## src/uart_irq_cfg.svh

```systemverilog
// register map, codes and timing counts of the serial interrupt block
`ifndef UART_IRQ_CFG_SVH
`define UART_IRQ_CFG_SVH
`define A_DATA 8'h00
`define A_IEN 8'h04
`define A_IID 8'h08
`define A_LFC 8'h0c
`define A_LST 8'h14
`define A_MST 8'h18
`define IID_NONE 4'h1
`define IID_LINE 4'h6
`define IID_RXD 4'h4
`define IID_TMO 4'hc
`define IID_THR 4'h2
`define IID_MDM 4'h0
`define TRIG_L0 5'h01
`define TRIG_L1 5'h04
`define TRIG_L2 5'h08
`define TRIG_L3 5'h0e
`define TICKS_BIT 8'h10
`define TICKS_HALF 8'h08
`define BASE_BITS 8'h07
`define TMO_SHIFT 2
`define STOP_ONE 3'h2
`define STOP_ONEHALF 3'h3
`define STOP_TWO 3'h4
`define WL_FIVE 2'h0
`endif

```

## src/uart_irq_pkg.sv

```systemverilog
// shared types of the serial interrupt block
package uart_irq_pkg;
	typedef enum logic [1:0] {TX_BUSY = 2'h0, TX_DELAY = 2'h1, TX_EMPTY = 2'h3} tx_holding_empty_state_e;
endpackage

```

## src/char_time_if.sv

```systemverilog
// character timing shared by the core and its two timers
`timescale 1ns/1ps
interface char_time_if;
	logic baudTick;
	logic [7:0] charTicks;
	logic fifoMode;
	modport src(output baudTick, output charTicks, output fifoMode);
	modport sink(input baudTick, input charTicks, input fifoMode);
endinterface

```

## src/rx_timeout_timer.sv

```systemverilog
// receive fifo character time-out timer
`timescale 1ns/1ps
`include "uart_irq_cfg.svh"
module rx_timeout_timer
	import uart_irq_pkg::*;
(
	// clock and reset
	input wire logic clk,
	input wire logic reset,
	// timing
	char_time_if.sink ct,
	// receive fifo activity
	input wire logic armed,
	input wire logic rxPush,
	input wire logic rxRead,
	input wire logic rxNotEmpty,
	// result
	output logic timeout
);
	logic [9:0] ticks;
	logic [9:0] limit;

	// four character times, in 16x ticks
	assign limit = 10'(ct.charTicks) << `TMO_SHIFT;

	// counts only while data waits and nobody touches the fifo
	always_ff @(posedge clk) begin
		if (reset || !armed || !rxNotEmpty) begin
			ticks <= '0;
			timeout <= 1'b0;
		end else if (timeout) begin
			if (rxRead) begin
				timeout <= 1'b0;
				ticks <= '0;
			end
		end else if (rxPush || rxRead) begin
			ticks <= '0;
		end else if (ct.baudTick) begin
			if (ticks == limit - 10'h001)
				timeout <= 1'b1;
			else
				ticks <= ticks + 10'h001;
		end
	end
endmodule

```

## src/tx_empty_delay.sv

```systemverilog
// transmit fifo empty indication with its one-character delay
`timescale 1ns/1ps
`include "uart_irq_cfg.svh"
module tx_empty_delay
	import uart_irq_pkg::*;
(
	// clock and reset
	input wire logic clk,
	input wire logic reset,
	// timing
	char_time_if.sink ct,
	// transmit fifo
	input wire logic [4:0] txLevel,
	input wire logic fifoToggle,
	// result
	output logic tx_holding_empty
);
	tx_holding_empty_state_e st;
	logic twoSeen;
	logic firstImm;
	logic [7:0] cnt;
	logic [7:0] delay;

	// one character time less the last stop bit
	assign delay = ct.charTicks - `TICKS_BIT;
	assign tx_holding_empty = (st == TX_EMPTY) && (txLevel == 5'h00);

	// empty indication state
	always_ff @(posedge clk) begin
		if (reset) begin
			st <= TX_EMPTY;
			cnt <= '0;
		end else begin
			unique case (st)
				TX_BUSY: if (txLevel == 5'h00) begin
					if (!ct.fifoMode || twoSeen || firstImm || fifoToggle) begin
						st <= TX_EMPTY;
					end else begin
						st <= TX_DELAY;
						cnt <= '0;
					end
				end
				TX_DELAY: if (txLevel != 5'h00) begin
					st <= TX_BUSY;
				// a fifo change cuts the delay short
				end else if (fifoToggle) begin
					st <= TX_EMPTY;
				end else if (ct.baudTick) begin
					if (cnt == delay - 8'h01)
						st <= TX_EMPTY;
					else
						cnt <= cnt + 8'h01;
				end
				TX_EMPTY: if (txLevel != 5'h00) begin
					st <= TX_BUSY;
				end
				default: st <= TX_EMPTY;
			endcase
		end
	end

	// two bytes held since last empty
	always_ff @(posedge clk) begin
		if (reset || st == TX_EMPTY)
			twoSeen <= 1'b0;
		else if (txLevel >= 5'h02)
			twoSeen <= 1'b1;
	end

	// a toggle meeting an empty fifo is used at once by the state above;
	// one arriving while shown empty or still busy waits for the next empty
	always_ff @(posedge clk) begin
		if (reset)
			firstImm <= 1'b0;
		else if (st != TX_EMPTY && txLevel == 5'h00)
			firstImm <= 1'b0;
		else if (fifoToggle)
			firstImm <= 1'b1;
	end
endmodule

```

## src/uart_irq_core.sv

```systemverilog
// interrupt, fifo status and line format logic of the serial element
//
// Our own choices: register access over AHB-Lite and the placing of the registers.
`timescale 1ns/1ps
`include "uart_irq_cfg.svh"
module uart_irq_core
	import uart_irq_pkg::*;
(
	// clock and reset
	input wire logic clk,
	input wire logic reset,
	// ahb-lite slave
	input wire logic hsel,
	input wire logic [31:0] haddr,
	input wire logic [1:0] htrans,
	input wire logic hwrite,
	input wire logic [2:0] hsize,
	input wire logic [31:0] hwdata,
	input wire logic hready,
	output logic [31:0] hrdata,
	output logic hreadyout,
	output logic hresp,
	// receive datapath, same clock
	input wire logic rxPush,
	input wire logic [4:0] rxLevel,
	input wire logic [7:0] rxData,
	input wire logic rxFifoErr,
	input wire logic lineErrEvent,
	input wire logic [3:0] lineErrBits,
	// transmit datapath, same clock
	input wire logic [4:0] txLevel,
	input wire logic txShiftBusy,
	// modem status and baud generator
	input wire logic modemChange,
	input wire logic [7:0] modemStatus,
	input wire logic baudTick,
	// datapath controls
	output logic rxRead,
	output logic txWrite,
	output logic [7:0] txData,
	output logic fifoOn,
	output logic rxFifoClear,
	output logic txFifoClear,
	output logic [1:0] wordLen,
	output logic [2:0] txStopHalves,
	// interrupt
	output logic irqOut
);
	char_time_if ct();

	logic [3:0] ien;
	logic [1:0] trigSel;
	logic [7:0] lfc;
	logic linePend;
	logic modemPend;
	logic threPend;
	logic threD;
	logic ienTxD;
	logic [3:0] errLatch;
	logic fifoToggle;
	logic dWrite;
	logic [7:0] dAddr;
	logic addrPhase;
	logic rdData;
	logic rdIid;
	logic rdLst;
	logic rdMst;
	logic wrData;
	logic timeout;
	logic tx_holding_empty;
	logic rxAvail;
	logic txAllEmpty;
	logic [3:0] iidCode;
	logic [7:0] lineState;
	logic [7:0] extraStop;

	// trigger level select to byte count
	function automatic logic [4:0] trigLevel(input logic [1:0] sel);
		logic [4:0] lvl;
		lvl = `TRIG_L0;
		unique case (sel)
			2'h0: lvl = `TRIG_L0;
			2'h1: lvl = `TRIG_L1;
			2'h2: lvl = `TRIG_L2;
			2'h3: lvl = `TRIG_L3;
		endcase
		return lvl;
	endfunction

	// priority encoder, also read back through the identification register
	function automatic logic [3:0] iidOf(input logic pLine, input logic pRx, input logic pTmo,
			input logic pThr, input logic pMdm);
		logic [3:0] c;
		if (pLine)
			c = `IID_LINE;
		else if (pRx)
			c = `IID_RXD;
		else if (pTmo)
			c = `IID_TMO;
		else if (pThr)
			c = `IID_THR;
		else if (pMdm)
			c = `IID_MDM;
		else
			c = `IID_NONE;
		return c;
	endfunction

	// character time in 16x ticks; the second stop bit counts toward it
	// stop select shapes transmit and the character time of both timers
	always_comb begin
		extraStop = 8'h00;
		if (lfc[2])
			extraStop = (lfc[1:0] == `WL_FIVE) ? `TICKS_HALF : `TICKS_BIT;
	end

	assign ct.baudTick = baudTick;
	assign ct.charTicks = ((`BASE_BITS + 8'(lfc[1:0])) * `TICKS_BIT) + extraStop;
	assign ct.fifoMode = fifoOn;

	// armed only in fifo interrupt mode
	rx_timeout_timer u_tmo (
		.clk(clk),
		.reset(reset),
		.ct(ct),
		.armed(fifoOn && ien[0]),
		.rxPush(rxPush),
		.rxRead(rdData),
		.rxNotEmpty(rxLevel != 5'h00),
		.timeout(timeout)
	);

	tx_empty_delay u_tx_holding_empty (
		.clk(clk),
		.reset(reset),
		.ct(ct),
		.txLevel(txLevel),
		.fifoToggle(fifoToggle),
		.tx_holding_empty(tx_holding_empty)
	);

	// bus decode; reads take their side effects in the address phase
	assign addrPhase = hsel && htrans[1] && hready;
	assign rdData = addrPhase && !hwrite && haddr[7:0] == `A_DATA;
	assign rdIid = addrPhase && !hwrite && haddr[7:0] == `A_IID;
	assign rdLst = addrPhase && !hwrite && haddr[7:0] == `A_LST;
	assign rdMst = addrPhase && !hwrite && haddr[7:0] == `A_MST;
	assign wrData = dWrite && dAddr == `A_DATA;

	assign rxAvail = fifoOn ? (rxLevel >= trigLevel(trigSel)) : (rxLevel != 5'h00);
	assign txAllEmpty = tx_holding_empty && !txShiftBusy;

	assign iidCode = iidOf(ien[2] && linePend, ien[0] && rxAvail, timeout,
		ien[1] && threPend, ien[3] && modemPend);

	// data ready while fifo holds data
	assign lineState = {rxFifoErr && fifoOn, txAllEmpty, tx_holding_empty, errLatch, rxLevel != 5'h00};

	// address phase capture; one write data phase follows
	always_ff @(posedge clk) begin
		if (reset) begin
			dWrite <= 1'b0;
			dAddr <= 8'h00;
		end else begin
			dWrite <= addrPhase && hwrite;
			dAddr <= haddr[7:0];
		end
	end

	// read data is ready at the first data-phase edge, so no wait states
	always_ff @(posedge clk) begin
		if (reset) begin
			hrdata <= 32'h0000_0000;
		end else if (addrPhase && !hwrite) begin
			unique case (haddr[7:0])
				`A_DATA: hrdata <= {24'h00_0000, rxData};
				`A_IEN: hrdata <= {28'h000_0000, ien};
				`A_IID: hrdata <= {24'h00_0000, fifoOn, fifoOn, 2'h0, iidCode};
				`A_LFC: hrdata <= {24'h00_0000, lfc};
				`A_LST: hrdata <= {24'h00_0000, lineState};
				`A_MST: hrdata <= {24'h00_0000, modemStatus};
				default: hrdata <= 32'h0000_0000;
			endcase
		end
	end

	// ready once out of reset, always okay
	always_ff @(posedge clk) begin
		if (reset) begin
			hreadyout <= 1'b0;
			hresp <= 1'b0;
		end else begin
			hreadyout <= 1'b1;
			hresp <= 1'b0;
		end
	end

	// receive buffer read and holding register write strobes
	always_ff @(posedge clk) begin
		if (reset) begin
			rxRead <= 1'b0;
			txWrite <= 1'b0;
			txData <= 8'h00;
		end else begin
			rxRead <= rdData;
			txWrite <= wrData;
			if (wrData)
				txData <= hwdata[7:0];
		end
	end

	// interrupt enable register
	always_ff @(posedge clk) begin
		if (reset)
			ien <= 4'h0;
		else if (dWrite && dAddr == `A_IEN)
			ien <= hwdata[3:0];
	end

	// fifo setup: other bits only program with the enable bit set
	always_ff @(posedge clk) begin
		if (reset) begin
			fifoOn <= 1'b0;
			trigSel <= 2'h0;
			fifoToggle <= 1'b0;
			rxFifoClear <= 1'b0;
			txFifoClear <= 1'b0;
		end else begin
			fifoToggle <= 1'b0;
			rxFifoClear <= 1'b0;
			txFifoClear <= 1'b0;
			if (dWrite && dAddr == `A_IID) begin
				fifoOn <= hwdata[0];
				// changing the enable empties both fifos
				if (hwdata[0] != fifoOn) begin
					fifoToggle <= 1'b1;
					rxFifoClear <= 1'b1;
					txFifoClear <= 1'b1;
				end
				if (hwdata[0]) begin
					trigSel <= hwdata[7:6];
					rxFifoClear <= hwdata[1] || (hwdata[0] != fifoOn);
					txFifoClear <= hwdata[2] || (hwdata[0] != fifoOn);
				end
			end
		end
	end

	// line format register and transmit stop length
	always_ff @(posedge clk) begin
		if (reset) begin
			lfc <= 8'h00;
		end else if (dWrite && dAddr == `A_LFC) begin
			lfc <= hwdata[7:0];
		end
	end
	assign wordLen = lfc[1:0];

	always_ff @(posedge clk) begin
		if (reset)
			txStopHalves <= `STOP_ONE;
		else if (!lfc[2])
			txStopHalves <= `STOP_ONE;
		else if (lfc[1:0] == `WL_FIVE)
			txStopHalves <= `STOP_ONEHALF;
		else
			txStopHalves <= `STOP_TWO;
	end

	// line errors stick until line state is read; a new error wins
	// errors latch as in interrupt mode
	always_ff @(posedge clk) begin
		if (reset) begin
			errLatch <= 4'h0;
			linePend <= 1'b0;
		end else if (lineErrEvent) begin
			errLatch <= (rdLst ? 4'h0 : errLatch) | lineErrBits;
			linePend <= 1'b1;
		end else if (rdLst) begin
			errLatch <= 4'h0;
			linePend <= 1'b0;
		end
	end

	always_ff @(posedge clk) begin
		if (reset)
			modemPend <= 1'b0;
		else if (modemChange)
			modemPend <= 1'b1;
		else if (rdMst)
			modemPend <= 1'b0;
	end

	// empty edge or a fresh enable raises the transmit source
	always_ff @(posedge clk) begin
		if (reset) begin
			threD <= 1'b1;
			ienTxD <= 1'b0;
		end else begin
			threD <= tx_holding_empty;
			ienTxD <= ien[1];
		end
	end

	// write or own identification read clears
	always_ff @(posedge clk) begin
		if (reset)
			threPend <= 1'b0;
		else if (tx_holding_empty && (!threD || (ien[1] && !ienTxD)))
			threPend <= 1'b1;
		else if (wrData || (rdIid && iidCode == `IID_THR) || !tx_holding_empty)
			threPend <= 1'b0;
	end

	always_ff @(posedge clk) begin
		if (reset)
			irqOut <= 1'b0;
		else
			irqOut <= iidCode != `IID_NONE;
	end
endmodule

```

## config.mk

```make
export PLATFORM = sky130hd
export DESIGN_NAME = uart_irq_core
export DESIGN_NICKNAME = d
export VERILOG_FILES = /design/src/uart_irq_pkg.sv /design/src/char_time_if.sv /design/src/rx_timeout_timer.sv /design/src/tx_empty_delay.sv /design/src/uart_irq_core.sv
export VERILOG_INCLUDE_DIRS = /design/src /design/src/src
export SDC_FILE = /design/constraint.sdc
export NUM_CORES = 1
export LEC_CHECK = 0
export ABC_AREA = 0
export BUFFER_PORTS_ARGS = -buffer_cell sky130_fd_sc_hd__buf_4
export CAP_MARGIN = 10
export CORE_MARGIN = 5
export CORE_UTILIZATION = 54
export DETAILED_ROUTE_END_ITERATION = 8
export PLACE_DENSITY_LB_ADDON = 0.08
export SYNTH_ARGS = -nofsm -noshare
export SYNTH_HDL_FRONTEND = slang
export SYNTH_SLANG_ARGS = --single-unit
```

## constraint.sdc

```tcl
create_clock -name clk -period 4.6 [get_ports clk]
set_clock_uncertainty 0.15 [all_clocks]
set_input_delay 0.23 -clock clk [delete_from_list [all_inputs] [get_ports clk]]
set_output_delay 0.23 -clock clk [all_outputs]
set_load 0.05 [all_outputs]
```

Word-level counts from Yosys, hierarchy flattened. Cells that the tools add are included.

Register bits: 106. Bits in latches: 0. RAM bits: 0. ROM bits: 0. Input bits: 110. Output and inout port bits: 53. Memories: 0.

Add/subtract/negate cells: 7. $mul: 0. Div/mod/pow operators: 0. $lt $le $gt $ge: 2. Equal/unequal tests: 30. Shifts and indexed selects: 0. Mux-type cells: 48. Bitwise logic cells: 3. Reductions and logical operators: 64.

Operators with widths (number): 2-to-1 mux 10 bit (5); 2-to-1 mux 8 bit (6); one-hot mux 8 bit (6 select lines) (1); equality test 8 x 4 -> 1 bit (second input constant) (4); logical AND 1 bit (24); 2-to-1 mux 4 bit (5); one-hot mux 5 bit (4 select lines) (1); 2-to-1 mux 1 bit (17); equality test 8 x 3 -> 1 bit (second input constant) (2); equality test 8 x 5 -> 1 bit (second input constant) (2); logical NOT 8 bit (2); 2-to-1 mux 2 bit (8); one-hot mux 8 bit (2 select lines) (1); inequality test 2 bit (second input constant) (7); logical OR 1 bit (12); adder 10 x 1 -> 10 bit (second input constant) (1); equality test 10 bit (1); 2-to-1 mux 5 bit (2); nonzero test 5 bit (2); subtractor 10 x 1 -> 10 bit (second input constant) (1); adder 8 x 1 -> 8 bit (second input constant) (1); adder 8 bit (1); equality test 8 bit (1); logical NOT 1 bit (8); other kinds (27) (39).

Logic depth before layout (Yosys ltp).
Depth after elaboration: 13. Mapped depth: 11.

Modules after synthesis. Synthesis repeated with hierarchy kept, for this count alone.

Cells, all modules: 560. Area total of the unflattened synthesis: 4793.3 sq um.

By module, submodules not included: uart_irq_core (instances 1, cells each 331, area each 2952.8 sq um); rx_timeout_timer (instances 1, cells each 127, area each 978.4 sq um); tx_empty_delay (instances 1, cells each 102, area each 862.1 sq um).

Worst setup path before layout. No wires, ideal clock.

Path kind: register to register. From: reg lfc[0]. To: reg u_tmo.ticks[1]. Data arrival time: 2662 ps. Path slack: 1714 ps. Cell stages (with the launch flop): 12. Period minus slack after synthesis: 2886 ps. Cell sequence: dfxtp_1 -> inv_1 -> ha_1 -> buf_2 -> nor2b_1 -> ha_1 -> a21o_1 -> or3_1 -> xor2_1 -> nor4_2 -> mux2_2 -> o21ai_0.

Word-level cells in the longest chain between the ends: 8.

RTL lines: start, declared (RTL line uart_irq_core.sv:53) `logic [7:0] lfc;`; start signal, assigned (RTL line uart_irq_core.sv:254) `lfc <= hwdata[7:0];`; branches (longest 3 deep; another with adder 3 x 2 -> 4 bit); adder 8 bit (*) (RTL line uart_irq_core.sv:118) `` assign ct.charTicks = ((`BASE_BITS + 8'(lfc[1:0])) * `TICKS_BIT) + extraStop; ``; subtractor 10 x 1 -> 10 bit (*) (RTL line rx_timeout_timer.sv:39) `if (ticks == limit - 10'h001)`; equality test 10 bit (*) (RTL line rx_timeout_timer.sv:39); inequality test 3 x 1 -> 1 bit (no source line) (*); AND reduction 3 bit (no source line) (*); end signal, assigned (RTL line rx_timeout_timer.sv:42) `ticks <= ticks + 10'h001;`; end, declared (RTL line rx_timeout_timer.sv:20) `logic [9:0] ticks;`.

Mark *: on every way between the ends. A chain may end at the register's enable or synchronous reset.

Worst setup path after layout.
From: reg lfc[0]. To: reg u_tx_holding_empty.cnt[6].

Word-level cells in the longest chain between the ends: 9.

RTL lines: branches (longest 3 deep; another with adder 3 x 2 -> 4 bit); adder 8 bit (*) (RTL line uart_irq_core.sv:118); subtractor 8 x 5 -> 8 bit (no source line) (*); subtractor 8 x 1 -> 8 bit (*) (RTL line tx_empty_delay.sv:49) `if (cnt == delay - 8'h01)`; equality test 8 bit (*) (RTL line tx_empty_delay.sv:49); inequality test 2 bit (no source line) (*); AND reduction 7 bit (no source line) (*); end signal, assigned (RTL line tx_empty_delay.sv:52) `cnt <= cnt + 8'h01;`; end, declared (RTL line tx_empty_delay.sv:21) `logic [7:0] cnt;`.

Marks and branches as above.

==> reports/qor.yml <==
worst_hold_path:
  hold-path-cell-count: 3
  whs_endpoint: "errLatch[2]$_SDFF_PP0_"
  hold_path_class: "primary input to flop"
  hp-start: "lineErrBits[2]"
clock_network:
  clk_path_buf_depth: 2
  cts_tree: "yes"
  clock_latency_ns: 0.36
  root_buffer: "clkbuf_8"
  cts_max_level: 3
  cts_inserted_buffers: 9
  clk_pin_slew_ns: 0.09
  clkSinkCount: 82
  cts_setup_buffers: 0
cells_and_area:
  drive_gt1_share_pct: 18.1
  n_fill_cell: 718
  nets: 761
  n_antenna_cell: 0
  synthToLayoutAreaGrowth_pct: 20.2
  instances_no_fill: 752
floorplanning:
  die_h_um: 102
  die_w_um: 102
  io_pins: 163
  num_rows: 33
  core_um2: 8260
  initial_core_util_pct: 55.9
  dieArea_um2: 10500
routing:
  drc: 0
  drtPass1Iterations: 5
  vias: 4300
  totalWireLength_um: 11900
  wl_per_cell_um: 15.9
  final_antenna_net_count: 0
  via_per_inst: 5.72
  first_iter_violations: 222
logic_synthesis:
  synthMuxAreaShare_pct: 7.40
  synth-edff-count: 0
  async_flop_share_pct: 0
  synth_simple_gate_area_share_pct: 25.4
  synth_top_family_by_area: "simple AND/OR/NAND/NOR gates"
  synth_cells: 558
  syn_area_per_cell_um2: 8.28
  synth-seq-cells: 82
  synth_xor_area_share_pct: 3.12
  synth-seq-area-share_pct: 35.5
  synth_compound_area_share_pct: 17.3
  yosys.area_share.adder_pct: 2.44
  synth_flop_cell: "dfxtp_1"
  synth.distinct_cells: 68
  ys_warn_count: 0
  synth_area_um2: 4620
worst_setup_path:
  cp-start-kind: "flop"
  r2r_cells: 10
  path_max_fanout: 10
  regToRegSetupSlack_ns: 1.24
  r2r_start: "lfc[0]$_SDFFE_PP0P_"
  crit_path_end_kind: "flop"
  cp.arrival_ns: 3.50
  crit_type: "flop to flop"
  required_ns: 4.74
  timing.rr.end: "u_tx_holding_empty.cnt[6]$_SDFFE_PP0P_"
placement:
  placed_cells: 717
  dp_hpwl_um: 8860
  pre_cts_ws_ns: 1.28
  port_buffers: 85
  gp_congestion: 0.869
power_and_ir_drop:
  power.density_nw_per_um2: 261
  irDropWorstVdd_uv: 194
  p_leak_nw: 2.23
sta:
  setup_viol: 0
  slew_headroom_pct: 35.0
  rsz0062_at_grt: "no"
  fin_ws_ns: 1.24
  hold_viol: 0
  tns_ns: 0
  slew_violations: 0
  fmax_ghz: 0.298
  fin_crit_ns: 3.36
  period_share_pct: 73.1
  worstMarginPinSlew_ns: 0.972
grt:
  grt_first_pass_wirelength_um: 19400
  grt_util_all_layers_pct: 23.1
  antenna_found_initial: 0
  grt_max_degree: 61
  grt_pass1_vias: 4102
  grt_overflow: 0
outcome:
  status: "finished clean"
run:
  cap_viol_max_count: 0
cells in the mapped netlist (9+ instances only):
library cell / n / area share [%]
dfxtp_1: 82 / 36
nor2_1: 65 / 5.3
nand2_1: 42 / 3.4
mux2i_1: 33 / 7.2
buf_4: 27 / 4.4
a21oi_1: 25 / 2.7
o21ai_0: 23 / 2.5
nor3_1: 20 / 2.2
inv_1: 19 / 1.5
clkbuf_1: 16 / 1.3
nand3_1: 16 / 1.7
nor2b_1: 14 / 1.9
a22oi_1: 10 / 1.6
or3_1: 10 / 1.4
ha_1: 9 / 2.4
nand2b_1: 9 / 1.2
nor4_1: 9 / 1.2
layout make-up:
class / count / area [µm²] / share of cell area, %
Inverter: 19 / 71.3 / 1.28
Clock inverter: 7 / 77.6 / 1.40
Multi-Input combinational cell: 425 / 2670 / 48.1
Timing Repair Buffer: 105 / 836 / 15.1
Tap cell: 105 / 131 / 2.37
Sequential cell: 82 / 1640 / 29.6
Clock buffer: 9 / 124 / 2.23
through the flow:
stage               area (µm²)  power [mW]  util (%)  hold slack (ns)
floorplan                 4710       0.865         -            0.181
CTS                       5530        1.45      67.0          0.00442
finish                    5550        1.45      67.2          0.00510
detailed placement        5160       0.908      62.5            0.300
global route              5550        1.50      67.2           0.0176
global placement          5160       0.906      62.5            0.289
metal layers:
| layer | GRT usage, % | vias up | routed length, µm |
|---|---|---|---|
| met1 | 30.4 | 2008 | 5080 |
| li1 | - | 2116 | - |
| met3 | 3.96 | 15 | 787 |
| met5 | 0 | - | 0 |
| met2 | 38.2 | 161 | 5880 |
| met4 | 8.17 | 0 | 189 |
worst max path at each step:
stage,startpoint,to,slack [ns]
6_report,lfc[0]$_SDFFE_PP0P_,u_tx_holding_empty.cnt[6]$_SDFFE_PP0P_,1.24
5_1_grt,lfc[0]$_SDFFE_PP0P_,u_tx_holding_empty.cnt[6]$_SDFFE_PP0P_,1.01
4_1_cts,lfc[0]$_SDFFE_PP0P_,u_tx_holding_empty.cnt[6]$_SDFFE_PP0P_,1.26
3_5_place_dp,lfc[0]$_SDFFE_PP0P_,u_tx_holding_empty.cnt[6]$_SDFFE_PP0P_,1.28
3_3_place_gp,lfc[0]$_SDFFE_PP0P_,u_tx_holding_empty.cnt[6]$_SDFFE_PP0P_,1.31
2_1_floorplan,lfc[0]$_SDFFE_PP0P_,u_tmo.ticks[1]$_SDFFE_PP0P_,1.71
registers in the layout (all words and copies together) (netlist names), 2 cells and up:
| name | count |
|---|---|
| errLatch | 4 |
| txStopHalves | 3 |
| ien | 4 |
| txData | 8 |
| u_tmo.ticks | 10 |
| lfc | 8 |
| u_tx_holding_empty.cnt | 8 |
| trigSel | 2 |
| hrdata | 8 |
| u_tx_holding_empty.st | 2 |
| dAddr | 8 |
layout by cell type (no fill, tap or decap), drive strengths merged, types with 16 or more instances in the layout:
cell type / instances
nor3: 20
nand2: 42
o21ai: 24
nor2: 65
inv: 21
a21oi: 26
conb: 25
nand3: 16
dfxtp: 82
buf: 86
dlygate4sd3: 19
mux2i: 33
report_power, final:
part | switching [mW] | internal [mW]
Combinational | 0.111 | 0.0653
Clock | 0.287 | 0.254
Sequential | 0.00909 | 0.720
worst max-delay path, stage by stage (launching register included):
cell and delay [ns]:
dfxtp_1 0.42, inv_1 0.16, ha_1 0.35, nor2b_1 0.10
ha_1 0.23, xnor2_2 0.42, xnor3_1 0.41, a21oi_2 0.30
nand2_1 0.21, a41oi_1 0.32, mux2i_1 0.21
cell families after synthesis:
logic type      Yosys count
other cells               1
fa+ha+maj                 9
compound gates          116
mux                      34
simple gates            227
flops                    82
buf+inv                  75
xor+xnor                 14
what timing repair did:
| item | CTS | global route |
|---|---|---|
| hold endpoints to repair | 28 | 1 |
| hold buffers | 17 | 2 |
| resized for setup | 0 | 0 |
No activity file was read; power rests on OpenSTA's default activity.
